$ cat config.mk
export PLATFORM = sky130hd
export DESIGN_NAME = adp_ports
export DESIGN_NICKNAME = d
export VERILOG_FILES = /design/src/inc/adp_pkg.sv /design/src/adp_gpio_bits.sv /design/src/adp_ports.sv
export VERILOG_INCLUDE_DIRS = /design/src /design/src/inc
export SDC_FILE = /design/constraint.sdc
export NUM_CORES = 1
export LEC_CHECK = 0
export ABC_AREA = 1
export BUFFER_PORTS_ARGS = -buffer_cell sky130_fd_sc_hd__buf_4
export CAP_MARGIN = 5
export CORE_MARGIN = 2
export CORE_UTILIZATION = 35
export DETAILED_ROUTE_END_ITERATION = 12
export PLACE_DENSITY = 0.75
export SYNTH_ARGS = -nofsm -noshare
export SYNTH_HDL_FRONTEND = slang
export SYNTH_SLANG_ARGS = --single-unit
export TNS_END_PERCENT = 1
$ cat constraint.sdc
create_clock -name clk_sys -period 2.6 [get_ports clk_sys]
set_clock_uncertainty 0.15 [all_clocks]
set_input_delay 0.13 -clock clk_sys [delete_from_list [all_inputs] [get_ports clk_sys]]
set_output_delay 0.13 -clock clk_sys [all_outputs]
set_load 0.03 [all_outputs]
$ cat src/inc/adp_map.svh
`ifndef ADP_MAP_SVH
`define ADP_MAP_SVH

// ----------------------------------------
// Register indices (byte address = index * 4)
// ----------------------------------------
`define ADP_IDX_HAP_DDR 16'hFFB1
`define ADP_IDX_HAP_DR 16'hFFB3
`define ADP_IDX_DBP_DDR 16'hFFB4
`define ADP_IDX_DBP_DR 16'hFFB6
`define ADP_IDX_CTRL 16'hFFC0

// ----------------------------------------
// Reset values and fixed patterns
// ----------------------------------------
`define ADP_RST_PORT 8'h00
`define ADP_ALL_ONES 8'hFF
`define ADP_RST_SRE 1'b0

// ----------------------------------------
// Control register fields
// ----------------------------------------
`define ADP_CTRL_SRE_BIT 0
`define ADP_CTRL_MODE_LSB 1

// ----------------------------------------
// Mode strap codes
// ----------------------------------------
`define ADP_STRAP_M1 2'h1
`define ADP_STRAP_M2 2'h2

`endif

$ cat src/inc/adp_pkg.sv
`default_nettype none

package adp_pkg;
	// Operating mode caught from the strap
	typedef enum logic [1:0] {
		ADP_MODE_1,
		ADP_MODE_2,
		ADP_MODE_3
	} adp_mode_t;

	// Register selected by the pending data phase
	typedef enum logic [2:0] {
		ADP_SEL_NONE,
		ADP_SEL_HAP_DDR,
		ADP_SEL_HAP_DR,
		ADP_SEL_DBP_DDR,
		ADP_SEL_DBP_DR,
		ADP_SEL_CTRL
	} adp_sel_t;
endpackage : adp_pkg

`default_nettype wire

$ cat src/adp_gpio_bits.sv
`default_nettype none

// Per-bit read path and pull-up control of one general-purpose port
module adp_gpio_bits #(
	parameter int W = 8
) (
	input wire logic [W-1:0] ddr,
	input wire logic [W-1:0] dr,
	input wire logic [W-1:0] pin_in,
	input wire logic pu_allow,
	output logic [W-1:0] rd_val,
	output logic [W-1:0] pu_en
);
	// ----------------------------------------
	// Elaboration check
	// ----------------------------------------
	if (W < 1 || W > 32) begin : g_bad_w
		$error("adp_gpio_bits: W must be 1 to 32");
	end

	// Outputs read the latch, inputs read the live pin
	assign rd_val = (ddr & dr) | (~ddr & pin_in);

	// Pull-up only on an input whose data bit is one
	assign pu_en = ~ddr & dr & {W{pu_allow}};
endmodule : adp_gpio_bits

`default_nettype wire

$ cat src/adp_ports.sv
// The AHB-Lite slave port was decided locally.
`include "adp_map.svh"
`default_nettype none

// What this block does
// Mode 1: address high byte always out on address port, pull-ups off.
// Mode 1: address port direction ignores writes, holds all ones.
// Mode 2: per pin, direction 0 is input, 1 is address output.
// General use: direction bit 1 makes output, 0 input; direction write-only.
// Reading either direction register returns all ones.
// Data read gives latch for outputs, live pin for inputs.
// Modes 2, 3: address port pull-up on input pin with data one.
// Reset clears address port registers; mode 1 then sets direction all ones.
// Hardware standby floats address port pins, pull-ups off.
// Software standby keeps registers; address pins low, general outputs hold.
// Modes 1, 2: data port is external data bus, registers ignored.
// Mode 3: data port general I/O, or shared RAM bus when enabled.
// Data port pull-ups only mode 3 without shared RAM; slave keeps data zero.
// Reset or hardware standby clears data port registers and shared RAM enable.
// Software standby keeps data port state; floats in modes 1, 2 and slave.
// Address pin n carries address bit 8 plus n.
// External data bus is driven only in device write cycles.
module adp_ports
	import adp_pkg::*;
#(
	parameter int PORT_W = 8
) (
	input wire logic clk_sys,
	input wire logic sys_rst,
	input wire logic hsel,
	input wire logic [31:0] haddr,
	input wire logic [1:0] htrans,
	input wire logic hwrite,
	input wire logic [2:0] hsize,
	input wire logic [31:0] hwdata,
	input wire logic hready,
	output logic hreadyout,
	output logic hresp,
	output logic [31:0] hrdata,
	input wire logic [1:0] mode_strap,
	input wire logic hw_stby,
	input wire logic sw_stby,
	input wire logic [PORT_W-1:0] addr_hi,
	input wire logic ext_wr,
	input wire logic [PORT_W-1:0] ext_wdata,
	input wire logic shram_drive,
	input wire logic [PORT_W-1:0] shram_rdata,
	input wire logic [PORT_W-1:0] hap_in,
	output logic [PORT_W-1:0] hap_out,
	output logic [PORT_W-1:0] hap_oe,
	output logic [PORT_W-1:0] hap_pu,
	input wire logic [PORT_W-1:0] dbp_in,
	output logic [PORT_W-1:0] dbp_out,
	output logic [PORT_W-1:0] dbp_oe,
	output logic [PORT_W-1:0] dbp_pu
);
	// ----------------------------------------
	// Elaboration check
	// ----------------------------------------
	if (PORT_W != 8) begin : g_bad_w
		$error("adp_ports: ports are eight bits wide");
	end

	localparam logic [PORT_W-1:0] ONES = `ADP_ALL_ONES;
	localparam logic [PORT_W-1:0] ZERO = `ADP_RST_PORT;

	adp_mode_t mode_ff;
	adp_sel_t sel_ff;
	adp_sel_t nxt_sel;
	logic wr_ph_ff;
	logic rd_ph_ff;
	logic [PORT_W-1:0] hap_ddr_ff;
	logic [PORT_W-1:0] hap_dr_ff;
	logic [PORT_W-1:0] dbp_ddr_ff;
	logic [PORT_W-1:0] dbp_dr_ff;
	logic sre_ff;
	logic [PORT_W-1:0] hap_rd;
	logic [PORT_W-1:0] hap_gp_pu;
	logic [PORT_W-1:0] dbp_rd;
	logic [PORT_W-1:0] dbp_gp_pu;
	logic [15:0] a_idx;
	logic a_ok;
	logic a_take;
	logic [PORT_W-1:0] wbyte;

	// ----------------------------------------
	// Mode strap
	// ----------------------------------------

	// Strap is caught while reset is held
	always_ff @(posedge clk_sys) begin
		if (sys_rst) begin
			if (mode_strap == `ADP_STRAP_M1)
				mode_ff <= ADP_MODE_1;
			else if (mode_strap == `ADP_STRAP_M2)
				mode_ff <= ADP_MODE_2;
			else
				mode_ff <= ADP_MODE_3;
		end
	end

	// ----------------------------------------
	// AHB-Lite slave
	// ----------------------------------------

	// Zero wait states, always OKAY
	assign hreadyout = 1'b1;
	assign hresp = 1'b0;

	// Address decode on word index
	assign a_idx = haddr[17:2];
	assign a_ok = (haddr[31:18] == 14'h0000) && (haddr[1:0] == 2'h0);
	assign a_take = hsel && htrans[1] && hready;
	assign wbyte = hwdata[PORT_W-1:0];

	always_comb begin
		nxt_sel = ADP_SEL_NONE;
		if (a_ok) begin
			unique case (a_idx)
				`ADP_IDX_HAP_DDR: nxt_sel = ADP_SEL_HAP_DDR;
				`ADP_IDX_HAP_DR: nxt_sel = ADP_SEL_HAP_DR;
				`ADP_IDX_DBP_DDR: nxt_sel = ADP_SEL_DBP_DDR;
				`ADP_IDX_DBP_DR: nxt_sel = ADP_SEL_DBP_DR;
				`ADP_IDX_CTRL: nxt_sel = ADP_SEL_CTRL;
				default: nxt_sel = ADP_SEL_NONE;
			endcase
		end
	end

	// Address phase captured for the data phase
	always_ff @(posedge clk_sys) begin
		if (sys_rst) begin
			sel_ff <= ADP_SEL_NONE;
			wr_ph_ff <= 1'b0;
			rd_ph_ff <= 1'b0;
		end else if (hready) begin
			sel_ff <= a_take ? nxt_sel : ADP_SEL_NONE;
			wr_ph_ff <= a_take && hwrite;
			rd_ph_ff <= a_take && !hwrite;
		end
	end

	// Read mux; unmapped reads zero
	always_comb begin
		hrdata = 32'h0000_0000;
		if (rd_ph_ff) begin
			unique case (sel_ff)
				ADP_SEL_HAP_DDR: hrdata[PORT_W-1:0] = ONES;
				ADP_SEL_DBP_DDR: hrdata[PORT_W-1:0] = ONES;
				ADP_SEL_HAP_DR: hrdata[PORT_W-1:0] = hap_rd;
				ADP_SEL_DBP_DR: hrdata[PORT_W-1:0] = dbp_rd;
				ADP_SEL_CTRL: begin
					hrdata[`ADP_CTRL_SRE_BIT] = sre_ff;
					hrdata[`ADP_CTRL_MODE_LSB +: 2] = mode_ff;
				end
				ADP_SEL_NONE: hrdata = 32'h0000_0000;
			endcase
		end
	end

	// ----------------------------------------
	// Address port registers
	// ----------------------------------------

	// Direction: mode 1 forces all ones after reset
	always_ff @(posedge clk_sys) begin
		if (sys_rst)
			hap_ddr_ff <= ZERO;
		else if (mode_ff == ADP_MODE_1)
			hap_ddr_ff <= ONES;
		else if (wr_ph_ff && sel_ff == ADP_SEL_HAP_DDR)
			hap_ddr_ff <= wbyte;
	end

	// Data latch
	always_ff @(posedge clk_sys) begin
		if (sys_rst)
			hap_dr_ff <= ZERO;
		else if (wr_ph_ff && sel_ff == ADP_SEL_HAP_DR)
			hap_dr_ff <= wbyte;
	end

	// ----------------------------------------
	// Data port registers
	// ----------------------------------------

	// Hardware standby clears these as reset does
	always_ff @(posedge clk_sys) begin
		if (sys_rst || hw_stby)
			dbp_ddr_ff <= ZERO;
		else if (wr_ph_ff && sel_ff == ADP_SEL_DBP_DDR)
			dbp_ddr_ff <= wbyte;
	end

	always_ff @(posedge clk_sys) begin
		if (sys_rst || hw_stby)
			dbp_dr_ff <= ZERO;
		else if (wr_ph_ff && sel_ff == ADP_SEL_DBP_DR)
			dbp_dr_ff <= wbyte;
	end

	// Shared RAM enable
	always_ff @(posedge clk_sys) begin
		if (sys_rst || hw_stby)
			sre_ff <= `ADP_RST_SRE;
		else if (wr_ph_ff && sel_ff == ADP_SEL_CTRL)
			sre_ff <= hwdata[`ADP_CTRL_SRE_BIT];
	end

	// ----------------------------------------
	// Per-bit read and pull-up paths
	// ----------------------------------------
	adp_gpio_bits #(
		.W(PORT_W)
	) u_hap_bits (
		.ddr(hap_ddr_ff),
		.dr(hap_dr_ff),
		.pin_in(hap_in),
		.pu_allow(mode_ff != ADP_MODE_1),
		.rd_val(hap_rd),
		.pu_en(hap_gp_pu)
	);

	adp_gpio_bits #(
		.W(PORT_W)
	) u_dbp_bits (
		.ddr(dbp_ddr_ff),
		.dr(dbp_dr_ff),
		.pin_in(dbp_in),
		.pu_allow(mode_ff == ADP_MODE_3 && !sre_ff),
		.rd_val(dbp_rd),
		.pu_en(dbp_gp_pu)
	);

	// ----------------------------------------
	// Address port pins
	// ----------------------------------------

	// Hardware standby floats; software standby drives address low
	always_comb begin
		hap_out = hap_dr_ff;
		hap_oe = ZERO;
		hap_pu = ZERO;
		if (!hw_stby && !sys_rst) begin
			unique case (mode_ff)
				ADP_MODE_1: begin
					hap_oe = ONES;
					hap_out = sw_stby ? ZERO : addr_hi;
				end
				ADP_MODE_2: begin
					hap_oe = hap_ddr_ff;
					hap_out = sw_stby ? ZERO : addr_hi;
					hap_pu = hap_gp_pu;
				end
				ADP_MODE_3: begin
					hap_oe = hap_ddr_ff;
					hap_out = hap_dr_ff;
					hap_pu = hap_gp_pu;
				end
				default: hap_oe = ZERO;
			endcase
		end
	end

	// ----------------------------------------
	// Data port pins
	// ----------------------------------------

	// Bus, shared RAM bus or general I/O by mode
	always_comb begin
		dbp_out = dbp_dr_ff;
		dbp_oe = ZERO;
		dbp_pu = ZERO;
		if (!hw_stby && !sys_rst) begin
			unique case (mode_ff)
				ADP_MODE_1, ADP_MODE_2: begin
					dbp_out = ext_wdata;
					dbp_oe = sw_stby ? ZERO : {PORT_W{ext_wr}};
				end
				ADP_MODE_3: begin
					if (sre_ff) begin
						dbp_out = shram_rdata;
						dbp_oe = sw_stby ? ZERO : {PORT_W{shram_drive}};
					end else begin
						dbp_oe = dbp_ddr_ff;
						dbp_pu = dbp_gp_pu;
					end
				end
				default: dbp_oe = ZERO;
			endcase
		end
	end
endmodule : adp_ports

`default_nettype wire

======== After elaboration in Yosys (flattened, before gate mapping) ========
Index checks and enable logic that the tools add are counted.
word-level totals
  register bits ........................... 40
  output and inout bits ................... 82
  logic and storage cells ................. 88
cells by class
  equality and inequality tests ........... 14
  multiplexer cells ....................... 27
  bitwise operators ....................... 12
  reductions and logical operators ........ 26
operator list
  kind                  number
  $mux 8                18
  $eq 16x16->1 const B  5
  $and 8x8->8           8
  $pmux 8 s2            3
  $pmux 3 s5            2
  $not 8->8             2
  $or 8x8->8            2
  $pmux 5 s3            1
  $logic_not 14->1      1
  $logic_and 1x1->1     12
  $eq 3x2->1 const B    2
  $eq 3x3->1 const B    2
  $mux 3                2
  $reduce_or 2->1       3
  $eq 2x1->1 const B    2
  $eq 2x2->1 const B    2
  $logic_not 1->1       4
  $logic_not 2->1       2
  $reduce_bool 2->1     2
  $eq 3x1->1 const B    1
  $logic_not 3->1       1
  $mux 2                1
  $logic_or 1x1->1      1

======== Longest topological paths before layout ========
Gate-level depths: netlist of run 1.
  word-level depth ........................ 6
  mapped depth ............................ 9

======== Cells and area by module ========
From an unflattened synthesis of run 1, not the netlist that was laid out.
unflattened totals
  cells, all modules ...................... 573
  area total of the unflattened synthesis .. 3335.7 µm²
by module, submodules not included
  module         times used  cells each  area an instance (µm²)  seq. area each (µm²)
  adp_ports      1           475         2940.3                  820.8
  adp_gpio_bits  2           49          197.7                   0.0

======== Least setup slack after synthesis of run 1 ========
Ideal clock, no wire load.
  kind .................................... register -> output
  start ................................... reg mode_ff[0]
  end ..................................... out hap_pu[0]
  data arrival time ....................... 2102 ps
  data required time ...................... 2320 ps
  setup slack ............................. 218 ps
  cell stages (with the launch flop) ...... 6
  cells stage by stage .................... edfxtp_1 -> inv_1 -> ha_1 -> clkbuf_1 -> nand2_1 -> nor4_1
between the ends
  cells in the longest elaborated chain, start to end .. 4
ends and longest elaborated chain
  what                                                             line              source
  start: declaration                                               adp_ports.sv:67   adp_mode_t mode_ff;
  start signal: assignment                                         adp_ports.sv:94   mode_ff <= ADP_MODE_1;
  start signal: assignment                                         adp_ports.sv:96   mode_ff <= ADP_MODE_2;
  start signal: assignment                                         adp_ports.sv:98   mode_ff <= ADP_MODE_3;
  $eq 2x2->1, or another cell as far along                         adp_ports.sv:245  unique case (mode_ff)
  $reduce_or 2->1 (no line) / $and 8x8->8 (equally long branches)  n/a
  $mux 8 (*)                                                       adp_ports.sv:245
  $mux 8 (*)                                                       adp_ports.sv:244  if (!hw_stby && !sys_rst) begin
  end: declaration                                                 adp_ports.sv:51   output logic [PORT_W-1:0] hap_pu,
Mark *: on every way between the ends. The rest lies on a longest branch, timed or not.

======== Worst setup path after layout of run 1 ========
  start ................................... reg mode_ff[0]
  end ..................................... out dbp_oe[5]
between the ends
  cells in the longest elaborated chain, start to end .. 4
ends and longest elaborated chain
  what                                                  line              source
  $eq 2x1->1 / $logic_not 2->1 (equally long branches)  adp_ports.sv:275  unique case (mode_ff)
  $reduce_or 2->1 (no line)                             n/a
  $pmux 8 s2 (*)                                        adp_ports.sv:275
  $mux 8 (*)                                            adp_ports.sv:274  if (!hw_stby && !sys_rst) begin
  end: declaration                                      adp_ports.sv:54   output logic [PORT_W-1:0] dbp_oe,
Marked as above.

==> metrics.yaml, run 1 <==
status: "finished, violations left"
violations: "negative hold slack"
yosys.area.top_type: "dfxtp_1"
crit_type: "reg2out"
drc: 0
grt_pass1_wl_microns: 16200
gp_congestion: 0.847
whs_ps: -0.255
seqPwrFrac_pct: 43.0
rsz0062_at_grt: "false"
cap_violations: 0
post_cts_buffers: 0
synth-seq-area-share_pct: 26.5
cts_tree: "built"
synth_commonest_cells: "nand2_1 (102), nor2_1 (69), inv_1 (52), o21ai_0 (52), a21oi_1 (49)"
ys_ff_latch: 40
drt_iter0_drc: 196
wl_per_cell_microns: 13.6
p_int_w: 0.00101
vias: 3710
antenna_found_initial: 0
syn_avg_cell_area_sq_um: 6.22
numCtsBuffers: 5
max_freq_mhz: 419
fin_util_pct: 49.6
num_rows: 34
synth.most_common_cell: "nand2_1"
post_synth_num_cell_types: 29
hold_viol: 1
cp-start-kind: "flop"
power_frac_comb_pct: 28.2
switchingPower_w: 0.000496
stdcell_area_sq_um: 4290
grt_use_total_pct: 20.4
slew_violations: 0
h-tree-depth: 2
cts-root-buf: "clkbuf_8"
fin_tns_setup_ps: 0
switching_share_pct: 32.9
start_util_pct: 35.9
dp_hpwl_microns: 8160
rr_worst_depth: 7
hp-class: "in2reg"
path_cells: "inv_1 -> ha_1 -> inv_1 -> nor2_1 -> inv_2 -> nand2_1 -> a21oi_1 -> nor2_1 -> buf_4"
synth_flop_cell: "dfxtp_1"
ant_nets: 0
async_reset_ff_share_pct: 0
vdd_drop_max_mv: 0.222
powerDensity_nw_per_um2: 352
hold_depth: 3
syn-cell-area_sq_um: 3100
synth_top_area_share_pct: 24.5
nFillCells: 886
die_area_sq_um: 9620
viasPerCell: 4.96
fin_crit_ps: 2390
antennaDiodeCount: 0
total_power_w: 0.00151
period_share_pct: 91.8
clk_path_buf_depth: 2
clkSinkCount: 40
r2r_slack_ps: 680
synth_warnings: 0
worst_path_max_delay_cell: "edfxtp_1"
first_global_vias: 3477
worstReg2RegEnd: "hap_ddr_ff[2]$_SDFFE_PP0P_"
io_buffers: 147
relSlewSlack_pct: 60.7
io_pins: 202
power_leakage_nw: 2.05
placed_cell_area_sq_um: 4170
clk_latency_ps: 290
grt_remaining_overflow: 0
synth_area_leaders: "dfxtp_1 (25%), nand2_1 (12%), o21ai_0 (8.4%), nor2_1 (8.4%), a21oi_1 (7.9%)"
min_to: "hap_dr_ff[6]$_SDFFE_PP0P_"
tightest_slew_ps: 588
synth-edff-count: 2
arrival_ps: 2110
die_w_microns: 98.1
dieHeight_microns: 98.1
endpoint_kind: "output pin"
slowest_delay_ps: 430
dr.pass1.iters: 4
synthToLayoutAreaGrowth_pct: 38.3
worst_ep_required_time_ps: 2320
finalSetupViolations: 0
syn_inst: 498
core_area_sq_um: 8640
wl_microns: 10200
grt_start_max_net_pins: 25
reg2reg_from: "mode_ff[1]$_SDFFCE_PN0P_"
critPathMaxFanout: 9
hold_start: "hwdata[6]"
layout-drive-gt1-share_pct: 27.7
clk_pin_slew_ps: 80
clock_power_share_pct: 28.7
final_nets: 763
## metrics by stage
stage / instances / setup WS, ps
global route: 748 / 62.6
global placement: 738 / 490
floorplan: 522 / 218
detailed placement: 738 / 416
finish: 748 / 214
CTS: 748 / 85.2
## cells in the final DEF (no fill, tap or decap)
cell type and count:
nand2_4 1, a211oi_2 8, nor3_4 1, dfxtp_1 38
clkinv_1 2, nand3_1 27, dlygate4sd3_1 2, edfxtp_1 2
ha_1 4, nor2_2 1, clkbuf_1 2, nand2_2 1
o31ai_1 3, o211ai_1 10, buf_4 151, clkbuf_8 6
nor2_4 5, conb_1 26, xnor2_1 1, a21oi_1 49
nor2_1 68, o21ai_0 52, nand2_1 102, nand4_1 6
inv_1 52, nor3_1 1, nor4_1 16, inv_2 3
## cell families after synthesis
family	Yosys count	synth area share (%)
other cells	2	0.242
compound gates	122	22.7
fa+ha+maj	4	1.61
xor+xnor	1	0.283
flops	40	26.5
simple gates	229	32.4
buf+inv	100	16.3
## state kept, by name (all words and copies together) (netlist names)
name and cells:
dbp_ddr_ff 8, dbp_dr_ff 8, hap_ddr_ff 8, hap_dr_ff 8, sel_ff 3, mode_ff 2, rd_ph_ff 1, sre_ff 1
wr_ph_ff 1
## layer usage
metal  GRT usage (%)  share of wire (%)  vias up
li1                -                  -     1880
met1            25.3                 41     1649
met2            36.2                 49      165
met3            3.51                7.8       16
met4            6.09                1.9        0
met5               0                  0        -
## what timing repair did
action,4_1_cts,5_1_grt
endpoints found under the hold margin,3,0
endpoints found under the setup margin,0,14
gates resized for setup,0,2
hold buffers,2,0
## cell type report
cell class	instances	area, sq um	share of cell area [%]
clock buffers	8	90.1	2.10
inverters	57	214	4.99
multi-input cells	382	1870	43.7
flip-flops and latches	40	821	19.2
well taps	108	135	3.15
repair buffers	153	1150	26.9
## power groups by stage
stage	Clock (W)	Combinational, W	Sequential [W]
after global placement	0	0.000408	0.000662
after floorplan	0	0.000258	0.000657
final	0.000434	0.000426	0.000649
after global routing	0.000456	0.000463	0.000651
after CTS	0.000433	0.000421	0.000648
after detailed placement	0	0.000416	0.000663
## critical path, delay by kind of cell, from the launching register on
family | cells | cell delay [ps]
adders and majority gates | 1 | 180
AOI/OAI and AO/OA | 1 | 120
DFF | 1 | 430
and+or+nand+nor | 3 | 580
buffers and inverters | 4 | 500
## worst max path at each step
stage	from	to	slack (ps)	cells after the start
after floorplan	mode_ff[0]$_SDFFCE_PN0P_	hap_pu[0]	220	5
after global placement	mode_ff[0]$_SDFFCE_PN0P_	hap_out[3]	490	7
after detailed placement	mode_ff[1]$_SDFFCE_PN0P_	hap_out[7]	420	7
after CTS	mode_ff[1]$_SDFFCE_PN0P_	hap_out[7]	90	7
after global routing	mode_ff[0]$_SDFFCE_PN0P_	dbp_oe[7]	60	9
final	mode_ff[0]$_SDFFCE_PN0P_	dbp_oe[5]	210	9
Power figures use the tool's default switching activity.
==> inputs of run 2 (changes only) <==
BUFFER_PORTS_ARGS = default   (was -buffer_cell sky130_fd_sc_hd__buf_4)
DONT_BUFFER_PORTS = 1   (was default)
PLACE_DENSITY = 0.58   (was 0.75)
clock period = 2.09 ns   (was 2.6 ns; I/O delays follow)
==> run 2 against run 1 <==
  * Setup slack lost 210 ps
  * Non-clock buffer count shrank 61
  * Worst hold slack improved by 14 ps
  * Design area is 4.4% lower
  * Clock power up 21%
  * The flow now finishes without violations
  * Largest cell class unchanged
  * First-iteration DRC count rose by 20%
  * Largest power group unchanged
  * Wire length is 2.2% higher
==> metrics.yaml, run 2 (same netlist as run 1, synthesis figures left out) <==
hold_start: "haddr[1]"
cap_violations: 0  # unchanged
core_area_sq_um: 8640  # unchanged
grt_start_max_net_pins: 24  # -4.0%
drt_iter0_drc: 236  # +20%
final_nets: 704  # -7.7%
vias: 3570  # -3.8%
power_leakage_nw: 1.77  # -14%
startpoint: "mode_ff[0]$_SDFFCE_PN0P_"
io_buffers: 0  # -100%
drc: 0  # unchanged
die_w_microns: 98.1  # unchanged
total_power_w: 0.00183  # +21%
synthToLayoutAreaGrowth_pct: 32.2
reg2reg_from: "mode_ff[0]$_SDFFCE_PN0P_"
clk_path_buf_depth: 2  # unchanged
num_rows: 34  # unchanged
clk_pin_slew_ps: 70  # about the same
layout-drive-gt1-share_pct: 21.0  # -6.7 points
io_pins: 202  # unchanged
powerDensity_nw_per_um2: 447  # +27%
cts-root-buf: "clkbuf_8"
fin_ws_ps: 4.74  # -209 ps
relSlewSlack_pct: 30.1  # -31 points
cts_tree: "built"
antenna_found_initial: 0  # unchanged
viasPerCell: 5.18  # +4.5%
h-tree-depth: 2  # unchanged
grt_remaining_overflow: 0  # unchanged
stdcell_count: 689  # -7.9%
critPathMaxFanout: 8  # -1
status: "completed"
clk_latency_ps: 290  # about the same
fin_crit_ps: 2090
gp_congestion: 0.900  # +6.4%
worst_ep_required_time_ps: 1840  # -480 ps
clkSinkCount: 40  # unchanged
cp-start-kind: "flop"
whs_ps: 14.0  # +14.2 ps
dr.pass1.iters: 5  # +1
rsz0062_at_grt: "true"
wl_per_cell_microns: 15.1  # +11%
die_area_sq_um: 9620  # unchanged
dp.cells: 644  # -13%
hold_viol: 0  # -1
endpoint_kind: "output pin"
tightest_slew_ps: 1050  # +461 ps
crit_type: "reg2out"
numCtsBuffers: 5  # unchanged
dp_slack_ps: 91.6  # -324 ps
grt_pass1_wl_microns: 16000  # -0.81%
vdd_drop_max_mv: 0.280  # +26%
dp_hpwl_microns: 7760  # -4.9%
dieHeight_microns: 98.1  # unchanged
first_global_vias: 3394  # -2.4%
hp-class: "in2reg"
max_freq_mhz: 480
wl_microns: 10400  # +2.2%
arrival_ps: 1830  # -280 ps
antennaDiodeCount: 0  # unchanged
final_common_cell: "nand2_1"
start_util_pct: 35.9  # unchanged
final_cell_mix: "nand2_1 (100), nor2_1 (66), buf_4 (59), a21oi_1 (47), inv_1 (45)"
period_share_pct: 99.8
ant_nets: 0  # unchanged
finalSetupViolations: 0  # unchanged
slew_violations: 0  # unchanged
grt_use_total_pct: 20.5  # +0.032 points
-- run 2: cell count changes in the layout (fill, tap and decap cells not counted), sizes merged --
| cell | before | now |
|---|---|---|
| nor2 | 74 | 75 |
| buf | 151 | 62 |
| clkinv | 2 | 1 |
| dlymetal6s4s | 0 | 1 |
| nor3 | 2 | 3 |
| dlygate4sd3 | 2 | 29 |
| clkinvlp | 0 | 1 |
-- run 2: area by class of cell --
cell class | instances | area, sq um
clock buffers | 8 | 90.1
fillers | 840 | 4540
inverters | 57 | 223
multi-input cells | 384 | 2040
flip-flops and latches | 40 | 825
well taps | 108 | 135
repair buffers | 92 | 788
-- run 2: per-stage QoR --
step	cell area [sq um]	TNS (ps)	utilization [%]
floorplan	3190	-3990	-
global placement	3460	0	40.1
detailed placement	3460	0	40.1
CTS	3920	0	45.4
global route	4100	-691	47.4
finish	4100	0	47.4
-- run 2: final timing paths --
check,end,slack [ps],depth (start not counted)
setup / recovery,hap_pu[6],5,7
hold / removal,sel_ff[1]$_SDFFE_PP0P_,10,7
setup reg to reg,hap_ddr_ff[4]$_SDFFE_PP0P_,240,8
hold reg to reg,sel_ff[1]$_SDFFE_PP0P_,340,2
-- run 2: critical path: stages, from the launching register on --
cell      delay, ps
edfxtp_1        410
inv_2            90
buf_12          130
ha_4            170
inv_1           110
nand2_4         130
nor4_2          280
buf_4           210
-- run 2: per-layer routing --
metal / vias up / global-route usage (%) / wire length (microns)
met4: 0 / 8.33 / 265
li1: 1765 / - / -
met1: 1621 / 23.6 / 4150
met2: 166 / 36.9 / 5110
met5: - / 0 / 0
met3: 18 / 3.94 / 875
-- run 2: power breakdown --
| group | internal [W] | switching [W] | leakage (nW) | total (W) |
|---|---|---|---|---|
| logic | 0.000168 | 0.000329 | 1.39 | 0.000497 |
| registers | 0.000786 | 0.0000253 | 0.328 | 0.000811 |
| clock network | 0.000269 | 0.000255 | 0.0455 | 0.000524 |
| total | 0.00122 | 0.000609 | 1.77 | 0.00183 |
-- run 2: timing repair --
action	4_1_cts	5_1_grt
cloned	1	1
buffers inserted	0	5
pin swaps	2	8
hold endpoints to repair	42	0
hold buffers	30	0
resized for setup	15	49
setup endpoints to repair	29	50
==> inputs of run 3 (changes only) <==
PLACE_DENSITY = default   (was 0.58)
PLACE_DENSITY_LB_ADDON = 0.05   (was default)
==> run 3 against run 2 <==
  * Register-to-register slack better by 90 ps
  * First-iteration DRC count is 47% lower
  * Via count down 2.0%
  * Global-route usage down 0.062 points
  * Largest cell class unchanged
==> metrics.yaml, run 3 (same netlist as run 1, synthesis figures left out) <==
whs_ps: 7.33  # -6.62 ps
drt_iter0_drc: 126  # -47%
startpoint: "mode_ff[1]$_SDFFCE_PN0P_"
hp-class: "in2reg"
ant_nets: 0  # unchanged
dp.cells: 646  # +0.31%
cap_violations: 0  # unchanged
layout-drive-gt1-share_pct: 18.4  # -2.6 points
wl_met3_microns: 530  # -39%
core_area_sq_um: 8640  # unchanged
max_freq_mhz: 484  # +1.0%
vdd_drop_max_mv: 0.197  # -30%
period_share_pct: 98.8  # -1.0 points
wl_microns: 10200  # -2.1%
dieHeight_microns: 98.1  # unchanged
top_layer_used: "met4"
gp_congestion: 0.814  # -9.7%
cp-start-kind: "flop"
cts_tree: "built"
numCtsBuffers: 5  # unchanged
power_leakage_nw: 1.76  # -0.48%
wl_met2_microns: 5320  # +4.1%
relSlewSlack_pct: 28.2  # -1.8 points
fin_crit_ps: 2060  # -21.2 ps
rr_worst_depth: 7  # -1
grt_use_total_pct: 20.4  # -0.062 points
rsz0062_at_grt: "true"
fin_tns_setup_ps: 0  # unchanged
final_cell_mix: "nand2_1 (100), nor2_1 (66), buf_4 (60), a21oi_1 (48), o21ai_0 (47)"
final_common_cell: "nand2_1"
arrival_ps: 1810  # -20 ps
powerDensity_nw_per_um2: 446  # -0.19%
clk_latency_ps: 290  # about the same
wl_per_cell_microns: 14.8  # -2.2%
final_nets: 705  # +0.14%
cp-endpoint: "dbp_out[2]"
num_rows: 34  # unchanged
status: "completed"
viasPerCell: 5.07  # -2.1%
endpoint_kind: "output pin"
hold_viol: 0  # unchanged
slew_violations: 0  # unchanged
dr.pass1.iters: 4  # -1
worst_ep_required_time_ps: 1840  # about the same
finalSetupViolations: 0  # unchanged
synthToLayoutAreaGrowth_pct: 29.1
io_pins: 202  # unchanged
cts-root-buf: "clkbuf_8"
h-tree-depth: 2  # unchanged
tightest_slew_ps: 1070  # +23.9 ps
antennaDiodeCount: 0  # unchanged
die_w_microns: 98.1  # unchanged
io_buffers: 0  # unchanged
start_util_pct: 35.9  # unchanged
wl_met1_microns: 4230  # +1.7%
grt_pass1_wl_microns: 15800  # -1.4%
grt_remaining_overflow: 0  # unchanged
vias: 3499  # -2.0%
dp_hpwl_microns: 7700  # -0.81%
die_area_sq_um: 9620  # unchanged
first_global_vias: 3227  # -4.9%
clk_path_buf_depth: 2  # unchanged
worstReg2RegEnd: "hap_ddr_ff[7]$_SDFFE_PP0P_"
r2r_slack_ps: 330  # +90 ps
antenna_found_initial: 0  # unchanged
total_power_w: 0.00179  # -2.5%
crit_type: "reg2out"
reg2reg_from: "mode_ff[0]$_SDFFCE_PN0P_"
stdcell_count: 690  # +0.15%
clkSinkCount: 40  # unchanged
grt_start_max_net_pins: 24  # unchanged
clk_pin_slew_ps: 80  # about the same
drc: 0  # unchanged
critPathMaxFanout: 8  # unchanged
==> run 3: area by class of cell <==
class | count | area (sq um)
fill | 939 | 4630
multi-input combinational | 382 | 1950
sequential | 40 | 822
timing repair buffer | 94 | 788
inverter | 57 | 219
tap | 108 | 135
clock buffer | 7 | 76.3
timing repair inverter | 1 | 5.00
clock inverter | 1 | 3.75
==> run 3: routing by layer <==
layer  vias to the layer above  global-route usage, %
met3                         9                   3.65
met1                      1613                   25.0
met5                         -                      0
met4                         0                   4.59
met2                       117                   37.1
li1                       1760                      -
==> run 3: worst max-delay path, cell delays in order (launching register included) <==
cell,delay [ps]
edfxtp_1,460
buf_4,180
ha_4,160
inv_2,60
nor2_4,50
buf_4,140
nor2_4,190
o21ai_0,100
buf_4,170
==> run 3: per-stage QoR <==
| stage | setup slack [ps] | instance area (sq um) | utilization (%) |
|---|---|---|---|
| floorplan | -266 | 3190 | - |
| global placement | 188 | 3480 | 40.3 |
| detailed placement | 177 | 3480 | 40.3 |
| CTS | 7.76 | 3900 | 45.1 |
| global route | -116 | 4000 | 46.3 |
| finish | 26.0 | 4000 | 46.3 |
==> run 3: how the worst min path moves through the flow <==
stage          startpoint                    endpoint  slack, ps  cells past startpoint
6_report         haddr[1]      sel_ff[1]$_SDFFE_PP0P_          7                      7
5_1_grt         haddr[23]      sel_ff[1]$_SDFFE_PP0P_         20                      7
4_1_cts         haddr[23]      sel_ff[1]$_SDFFE_PP0P_          2                      7
3_5_place_dp      sys_rst  hap_ddr_ff[4]$_SDFFE_PP0P_         30                      1
3_3_place_gp      sys_rst  hap_ddr_ff[4]$_SDFFE_PP0P_         30                      1
2_1_floorplan     sys_rst   hap_dr_ff[7]$_SDFFE_PP0P_         30                      1
==> run 3: power by group <==
group | internal (W) | leakage [nW] | switching, W | total (W)
sequential | 0.000785 | 0.327 | 0.0000221 | 0.000807
clock | 0.000233 | 0.0399 | 0.000266 | 0.000499
combinational | 0.000163 | 1.39 | 0.000316 | 0.000480
total | 0.00118 | 1.76 | 0.000605 | 0.00179
==> run 3: timing repair <==
item | in CTS | in global routing
endpoints found under the hold margin | 42 | 0
setup endpoints to repair | 25 | 53
gates cloned | 0 | 2
pin swaps | 0 | 8
buffers inserted | 0 | 3
resized for setup | 10 | 25
hold buffers | 31 | 0
